$ cat config.mk
export PLATFORM = sky130hd
export DESIGN_NAME = scg_top
export DESIGN_NICKNAME = d
export VERILOG_FILES = /design/src/verilog/scg_pkg.sv /design/src/verilog/scg_gate_if.sv /design/src/verilog/scg_gate_sel.sv /design/src/verilog/scg_fault_chk.sv /design/src/verilog/scg_top.sv
export SDC_FILE = /design/constraint.sdc
export NUM_CORES = 1
export LEC_CHECK = 0
export ABC_AREA = 1
export BUFFER_PORTS_ARGS = -buffer_cell sky130_fd_sc_hd__clkbuf_2
export CORE_ASPECT_RATIO = 0.6
export CORE_UTILIZATION = 48
export DETAILED_ROUTE_END_ITERATION = 16
export PLACE_DENSITY_LB_ADDON = 0.3
export SYNTH_ARGS = -nofsm -noshare
export SYNTH_HDL_FRONTEND = slang
export SYNTH_SLANG_ARGS = --single-unit
$ cat constraint.sdc
create_clock -name mclk_i -period 1.8 [get_ports mclk_i]
set_input_delay 0.27 -clock mclk_i [delete_from_list [all_inputs] [get_ports mclk_i]]
set_output_delay 0.27 -clock mclk_i [all_outputs]
set_load 0.02 [all_outputs]
$ cat src/verilog/scg_pkg.sv
package scg_pkg;

  // ****************************************************************
  // Register map
  // ****************************************************************
  localparam logic [11:0] OFF_RUN   = 12'h100;
  localparam logic [11:0] OFF_SLEEP = 12'h110;
  localparam logic [11:0] OFF_DEEP  = 12'h120;
  localparam logic [11:0] OFF_CFG   = 12'h130;
  localparam logic [11:0] OFF_STAT  = 12'h140;
  localparam logic [11:0] OFF_MASK  = 12'h144;

  // ****************************************************************
  // Field layout and reset values
  // ****************************************************************
  localparam int          NUM_UNITS   = 4;
  localparam int          U_CAN       = 0;
  localparam int          U_ADC       = 1;
  localparam int          U_WDOG      = 2;
  localparam int          U_HIBER     = 3;
  localparam int          UNIT_BIT [NUM_UNITS] = '{24, 16, 3, 6};
  localparam int          RATE_LO     = 8;
  localparam int          RATE_HI     = 9;
  localparam int          AUTO_BIT    = 0;
  localparam logic [31:0] GATE_RST    = 32'h0000_0040;
  localparam logic [31:0] GATE_WMASK  = 32'h0101_0348;
  localparam logic        CFG_RST     = 1'h0;
  localparam logic [1:0]  RATE_125K   = 2'h0;
  localparam logic [1:0]  RATE_250K   = 2'h1;
  localparam logic [1:0]  RATE_500K   = 2'h2;

  typedef enum logic [1:0] {MODE_RUN, MODE_SLEEP, MODE_DEEP} scg_mode_t;

endpackage : scg_pkg

$ cat src/verilog/scg_gate_if.sv
`timescale 1ns/1ps
interface scg_gate_if;
  logic [31:0]                    run_word;
  logic [31:0]                    sleep_word;
  logic [31:0]                    deep_word;
  logic                           auto_sel;
  logic                           sleep;
  logic                           deep;
  logic [scg_pkg::NUM_UNITS-1:0]  gate;
  logic [1:0]                     rate;
  logic [scg_pkg::NUM_UNITS-1:0]  acc;
  logic [scg_pkg::NUM_UNITS-1:0]  fault;

  modport sel (input run_word, sleep_word, deep_word, auto_sel, sleep, deep, output gate, rate);
  modport chk (input gate, acc, output fault);
  modport top (output run_word, sleep_word, deep_word, auto_sel, sleep, deep, acc,
               input gate, rate, fault);
endinterface : scg_gate_if

$ cat src/verilog/scg_gate_sel.sv
`timescale 1ns/1ps
module scg_gate_sel (
  input  wire logic mclk_i,
  input  wire logic sys_rst_i,
  scg_gate_if.sel   gif
);

  // ****************************************************************
  // Operating state and gating word selection
  // ****************************************************************
  scg_pkg::scg_mode_t             mode_reg;
  scg_pkg::scg_mode_t             mode_next;
  logic [31:0]                    act_word;
  logic [scg_pkg::NUM_UNITS-1:0]  gate_reg;
  logic [scg_pkg::NUM_UNITS-1:0]  gate_next;
  logic [1:0]                     rate_reg;

  assign mode_next = gif.deep ? scg_pkg::MODE_DEEP :
                     gif.sleep ? scg_pkg::MODE_SLEEP : scg_pkg::MODE_RUN;

  always_comb begin
    case (mode_reg)
      scg_pkg::MODE_SLEEP: act_word = gif.auto_sel ? gif.sleep_word : gif.run_word;
      scg_pkg::MODE_DEEP:  act_word = gif.auto_sel ? gif.deep_word : gif.run_word;
      default:             act_word = gif.run_word;
    endcase
  end

  genvar gi;
  generate
    for (gi = 0; gi < scg_pkg::NUM_UNITS; gi++) begin : g_unit
      assign gate_next[gi] = act_word[scg_pkg::UNIT_BIT[gi]];
    end
  endgenerate

  always_ff @(posedge mclk_i) begin
    if (sys_rst_i) begin
      mode_reg <= scg_pkg::MODE_RUN;
      gate_reg <= '0;
      rate_reg <= scg_pkg::RATE_125K;
    end else begin
      mode_reg <= mode_next;
      gate_reg <= gate_next;
      rate_reg <= act_word[scg_pkg::RATE_HI:scg_pkg::RATE_LO];
    end
  end

  assign gif.gate = gate_reg;
  assign gif.rate = rate_reg;
endmodule : scg_gate_sel

$ cat src/verilog/scg_fault_chk.sv
`timescale 1ns/1ps
module scg_fault_chk (
  input  wire logic mclk_i,
  input  wire logic sys_rst_i,
  scg_gate_if.chk   gif
);

  // ****************************************************************
  // Bus fault on access to an unclocked unit
  // ****************************************************************
  logic [scg_pkg::NUM_UNITS-1:0] fault_reg;
  logic [scg_pkg::NUM_UNITS-1:0] fault_next;

  genvar gi;
  generate
    for (gi = 0; gi < scg_pkg::NUM_UNITS; gi++) begin : g_unit
      assign fault_next[gi] = gif.acc[gi] & ~gif.gate[gi];
    end
  endgenerate

  always_ff @(posedge mclk_i) begin
    if (sys_rst_i) begin
      fault_reg <= '0;
    end else begin
      fault_reg <= fault_next;
    end
  end

  assign gif.fault = fault_reg;
endmodule : scg_fault_chk

$ cat src/verilog/scg_top.sv
// Local design decision: the APB register port.
`timescale 1ns/1ps
// Notes on behaviour
// - Each writable gate bit except rate field 9:8 is a clock enable; set clocks the unit, clear stops it.
// - Access to an unclocked unit is answered with a bus fault.
// - Gate registers reset to 0x00000040; units start unclocked except noted.
// - Run register gates while running, sleep register in sleep, deep register in deep sleep.
// - Sleep and deep registers apply only with auto gating select set.
// - Bit 24 gates CAN, bit 16 gates converter; gated converter faults; both reset low.
// - Bit 6 gates hibernation and resets to one.
// - Bit 3 gates watchdog, resets low; access while unclocked faults.
// - Bits 9:8 pick converter rate: 0 125K, 1 250K, 2 500K samples/s.
// - Reserved bits are read-only zero; software preserves them on updates.
module scg_top (
  input  wire logic                           mclk_i,
  input  wire logic                           sys_rst_i,
  input  wire logic                           psel_i,
  input  wire logic                           penable_i,
  input  wire logic                           pwrite_i,
  input  wire logic [11:0]                    paddr_i,
  input  wire logic [31:0]                    pwdata_i,
  output logic      [31:0]                    prdata_o,
  output logic                                pready_o,
  output logic                                pslverr_o,
  input  wire logic                           sleep_i,
  input  wire logic                           deep_sleep_i,
  input  wire logic [scg_pkg::NUM_UNITS-1:0]  unit_acc_i,
  output logic      [scg_pkg::NUM_UNITS-1:0]  unit_clk_en_o,
  output logic      [1:0]                     converter_rate_limit_o,
  output logic      [scg_pkg::NUM_UNITS-1:0]  unit_fault_o,
  output logic                                irq_o
);

  // ****************************************************************
  // Registers
  // ****************************************************************
  logic [31:0]                    run_gate_reg0_reg;
  logic [31:0]                    sleep_gate_reg0_reg;
  logic [31:0]                    deep_sleep_gate_reg0_reg;
  logic                           auto_gating_select_reg;
  logic [scg_pkg::NUM_UNITS-1:0]  stat_reg;
  logic [scg_pkg::NUM_UNITS-1:0]  stat_next;
  logic [scg_pkg::NUM_UNITS-1:0]  mask_reg;
  logic                           irq_reg;
  logic [31:0]                    prdata_reg;
  logic                           pready_reg;
  logic                           pslverr_reg;

  scg_gate_if gif ();

  // ****************************************************************
  // Address decode
  // ****************************************************************
  logic        setup_w;
  logic        wr_w;
  logic        hit_run;
  logic        hit_sleep;
  logic        hit_deep;
  logic        hit_cfg;
  logic        hit_stat;
  logic        hit_mask;
  logic        hit_any;
  logic [31:0] rd_word;
  logic [31:0] wr_gate;
  logic [scg_pkg::NUM_UNITS-1:0] clr_w;

  assign setup_w   = psel_i & ~penable_i;
  assign wr_w      = psel_i & penable_i & pready_reg & pwrite_i & ~pslverr_reg;
  assign hit_run   = paddr_i == scg_pkg::OFF_RUN;
  assign hit_sleep = paddr_i == scg_pkg::OFF_SLEEP;
  assign hit_deep  = paddr_i == scg_pkg::OFF_DEEP;
  assign hit_cfg   = paddr_i == scg_pkg::OFF_CFG;
  assign hit_stat  = paddr_i == scg_pkg::OFF_STAT;
  assign hit_mask  = paddr_i == scg_pkg::OFF_MASK;
  assign hit_any   = hit_run | hit_sleep | hit_deep | hit_cfg | hit_stat | hit_mask;
  assign wr_gate   = pwdata_i & scg_pkg::GATE_WMASK;

  assign rd_word = hit_run   ? run_gate_reg0_reg :
                   hit_sleep ? sleep_gate_reg0_reg :
                   hit_deep  ? deep_sleep_gate_reg0_reg :
                   hit_cfg   ? {31'h0000_0000, auto_gating_select_reg} :
                   hit_stat  ? {28'h000_0000, stat_reg} :
                   hit_mask  ? {28'h000_0000, mask_reg} : 32'h0000_0000;

  // ****************************************************************
  // APB answer
  // ****************************************************************
  always_ff @(posedge mclk_i) begin
    if (sys_rst_i) begin
      prdata_reg  <= 32'h0000_0000;
      pready_reg  <= 1'b0;
      pslverr_reg <= 1'b0;
    end else begin
      pready_reg  <= setup_w;
      pslverr_reg <= setup_w & ~hit_any;
      if (setup_w) begin
        prdata_reg <= pwrite_i ? 32'h0000_0000 : rd_word;
      end
    end
  end

  // ****************************************************************
  // Gating registers
  // ****************************************************************
  always_ff @(posedge mclk_i) begin
    if (sys_rst_i) begin
      run_gate_reg0_reg        <= scg_pkg::GATE_RST;
      sleep_gate_reg0_reg      <= scg_pkg::GATE_RST;
      deep_sleep_gate_reg0_reg <= scg_pkg::GATE_RST;
      auto_gating_select_reg   <= scg_pkg::CFG_RST;
    end else begin
      if (wr_w && hit_run) begin
        run_gate_reg0_reg <= wr_gate;
      end
      if (wr_w && hit_sleep) begin
        sleep_gate_reg0_reg <= wr_gate;
      end
      if (wr_w && hit_deep) begin
        deep_sleep_gate_reg0_reg <= wr_gate;
      end
      if (wr_w && hit_cfg) begin
        auto_gating_select_reg <= pwdata_i[scg_pkg::AUTO_BIT];
      end
    end
  end

  // ****************************************************************
  // Interrupt status and mask
  // ****************************************************************
  assign clr_w     = (wr_w && hit_stat) ? pwdata_i[scg_pkg::NUM_UNITS-1:0] : '0;
  assign stat_next = (stat_reg & ~clr_w) | gif.fault;

  always_ff @(posedge mclk_i) begin
    if (sys_rst_i) begin
      stat_reg <= '0;
      mask_reg <= '0;
      irq_reg  <= 1'b0;
    end else begin
      stat_reg <= stat_next;
      irq_reg  <= |(stat_reg & mask_reg);
      if (wr_w && hit_mask) begin
        mask_reg <= pwdata_i[scg_pkg::NUM_UNITS-1:0];
      end
    end
  end

  // ****************************************************************
  // Gate selection and fault check
  // ****************************************************************
  assign gif.run_word   = run_gate_reg0_reg;
  assign gif.sleep_word = sleep_gate_reg0_reg;
  assign gif.deep_word  = deep_sleep_gate_reg0_reg;
  assign gif.auto_sel   = auto_gating_select_reg;
  assign gif.sleep      = sleep_i;
  assign gif.deep       = deep_sleep_i;
  assign gif.acc        = unit_acc_i;

  scg_gate_sel u_sel (
    .mclk_i    (mclk_i),
    .sys_rst_i (sys_rst_i),
    .gif       (gif.sel)
  );

  scg_fault_chk u_chk (
    .mclk_i    (mclk_i),
    .sys_rst_i (sys_rst_i),
    .gif       (gif.chk)
  );

  // ****************************************************************
  // Outputs
  // ****************************************************************
  assign prdata_o               = prdata_reg;
  assign pready_o               = pready_reg;
  assign pslverr_o              = pslverr_reg;
  assign unit_clk_en_o          = gif.gate;
  assign converter_rate_limit_o = gif.rate;
  assign unit_fault_o           = gif.fault;
  assign irq_o                  = irq_reg;
endmodule : scg_top

==> results_dict.tcl <==
set metrics [dict create \
    status "finished, final reports clean" \
    critPathMaxFanout 6 \
    required_ns 2.01 \
    grt_pass1_vias 2079 \
    syn-cell-area_um2 2465 \
    wl_um 5981 \
    fp.dieW_um 94.51 \
    grt_setup_unrepaired "no" \
    period_needed_ns 1.687 \
    worst_slack_ns 0.1131 \
    vias_per_cell 5.029 \
    power.density_nw_per_um2 730.0 \
    ctsHtreeMaxLevel 2 \
    crit_chain "inv_1 > ha_1 > nor2_1 > a21oi_1 > nand2_1 > a21oi_1" \
    drive_above_1_share_pct 22.76 \
    dp_hpwl_um 4462 \
    grt-ovfl-total 0 \
    cts.reportedPaths.clkPinSlew_ns 0.09 \
    synth-edff-count 0 \
    yosys-top-cells-area "dfxtp_1, nand3_1, a21oi_1" \
    hp-class "in2reg" \
    max_freq_mhz 592.8 \
    initial_core_util_pct 51.84 \
    timing.hold.ws_ns 0.1185 \
    grt_pass1_wl_um 9542 \
    numCtsBuffers 5 \
    relSlewSlack_pct 60.55 \
    clk_latency_ns 0.32 \
    ctsResizeCount 0 \
    tritoncts "built" \
    crit_path_start_kind "flip-flop" \
    multi_input_area_um2 1124 \
    rows 19 \
    ant_nets 0 \
    utilization_pct 59.29 \
    largest_reg_flops 9 \
    num_antenna_cells 0 \
    cap_violations 0 \
    synthFlopType "dfxtp_1" \
    grt_usage_pct 23.09 \
    hold_viol 0 \
    postLayoutCellArea_um2 2819 \
    cp_slowest_cell "a21oi_1" \
    ir_drop_uv 427.3 \
    cts_sinks 51 \
    setup_violations 0 \
    antenna_found_initial 0 \
    ioPinCount 100 \
    synth_top_area_share_pct 41.42 \
    ys_seq_area_share_pct 41.42 \
    port_buffers 53 \
    seq_area_um2 1021 \
    die_h_um 57.51 \
    tightestPinTransition_ns 0.5917 \
    max_stage_delay_ns 0.47 \
    crit_path_end_kind "flip-flop" \
    finalClockSkew_ns 0.01259 \
    dp_slack_ns -0.01883 \
    post-cts-setup-buffers 0 \
    nets 447 \
    cp_data_arrival_time_ns 1.89 \
    fillers 461 \
    root_buffer "clkbuf_8" \
    clockBufferDepth 2 \
    grt_max_degree 30 \
    wl_per_cell_um 13.17 \
    synth_largest_area_cell "dfxtp_1" \
    ys.warnings.count 0 \
    async_flop_share_pct 0 \
    via_count 2283 \
    area_growth_pct 14.37 \
    synth-seq-cells 51 \
    dieArea_um2 5435 \
    drt_first_pass_iters 4 \
    final_common_cell "clkbuf_2" \
    period_share_pct 93.72 \
    yosysUniqueCellTypes 33 \
    cts_hold_buffers 0 \
    tns_ns 0 \
    syn_area_per_cell_um2 7.424 \
    worstSetupPathType "reg2reg" \
    drt_iter0_drc 157 \
    drc 0 \
    drv_slew 0 \
    final_cell_mix "clkbuf_2, dfxtp_1, nand2_1" \
    core_um2 4755 \
    placed_area_um2 2726 \
    gp_congestion 0.8639 \
    cp_common_cell "a21oi_1" \
    p_leak_uw 0.001296 \
    synthCells 332 \
]
## worst paths after layout
path                                     start  cells after the start                       endpoint  slack [ns]
setup / recovery  u_sel.mode_reg[0]$_SDFF_PP0_                      6   u_sel.gif.gate[2]$_SDFF_PP0_        0.11
hold / removal                    deep_sleep_i                      2   u_sel.mode_reg[0]$_SDFF_PP0_        0.12
setup reg to reg  u_sel.mode_reg[0]$_SDFF_PP0_                      6   u_sel.gif.gate[2]$_SDFF_PP0_        0.11
hold reg to reg   u_sel.gif.gate[0]$_SDFF_PP0_                      1  u_chk.gif.fault[0]$_SDFF_PP0_        0.42
## cell type report
class / count / share of cell area (%)
well taps: 63 / 2.796
flip-flops and latches: 51 / 36.22
clock buffers: 5 / 2.441
repair buffers: 64 / 12.34
multi-input cells: 227 / 39.86
clock inverters: 3 / 0.8433
inverters: 41 / 5.504
## Yosys cell counts, types with 2 or more instances
cell       n
a211oi_1   2
a21oi_1   36
and3_1     2
buf_2      3
buf_4     24
buf_6      3
clkbuf_1   5
dfxtp_1   51
ha_1       2
inv_1     39
nand2_1   46
nand2_2    2
nand2_4    2
nand3_1   42
nor2_1    22
nor2_2     6
nor3_1     4
o211ai_1   2
o21ai_0   14
o21ai_1    8
o22ai_1    5
## worst max-delay path, delay by kind of cell (launching register included)
kind	cells	cell delay, ns
AOI/OAI and AO/OA	2	0.75
adders and majority gates	1	0.29
buffers and inverters	1	0.05
DFF	1	0.35
and+or+nand+nor	2	0.16
## power by group
part | total [µW] | switching, µW | internal [µW]
clock network | 689 | 408 | 281
logic | 212 | 150 | 62.2
registers | 1160 | 12.3 | 1140
total | 2060 | 570 | 1490
## kinds of logic after synthesis
family	Yosys count	share of synthesized area [%]
AOI/OAI and AO/OA	72	16.19
adders and majority gates	2	1.015
buffers and inverters	76	16.34
DFF	51	41.42
other	1	0.1521
and+or+nand+nor	130	24.87
## metal layers
layer  vias up  global-route usage [%]  wire (µm)
li1       1154                       -          -
met1      1033                   35.42       3065
met2        91                   31.99       2337
met3         5                   5.467        539
met4         0                   6.061         40
met5         -                       0          0
## through the flow
step	cells	power (µW)
after floorplan	354	1348
after global placement	446	1387
after detailed placement	446	1391
after CTS	454	2069
after global routing	454	2150
final	454	2058
(Power assumes the default switching activity.)
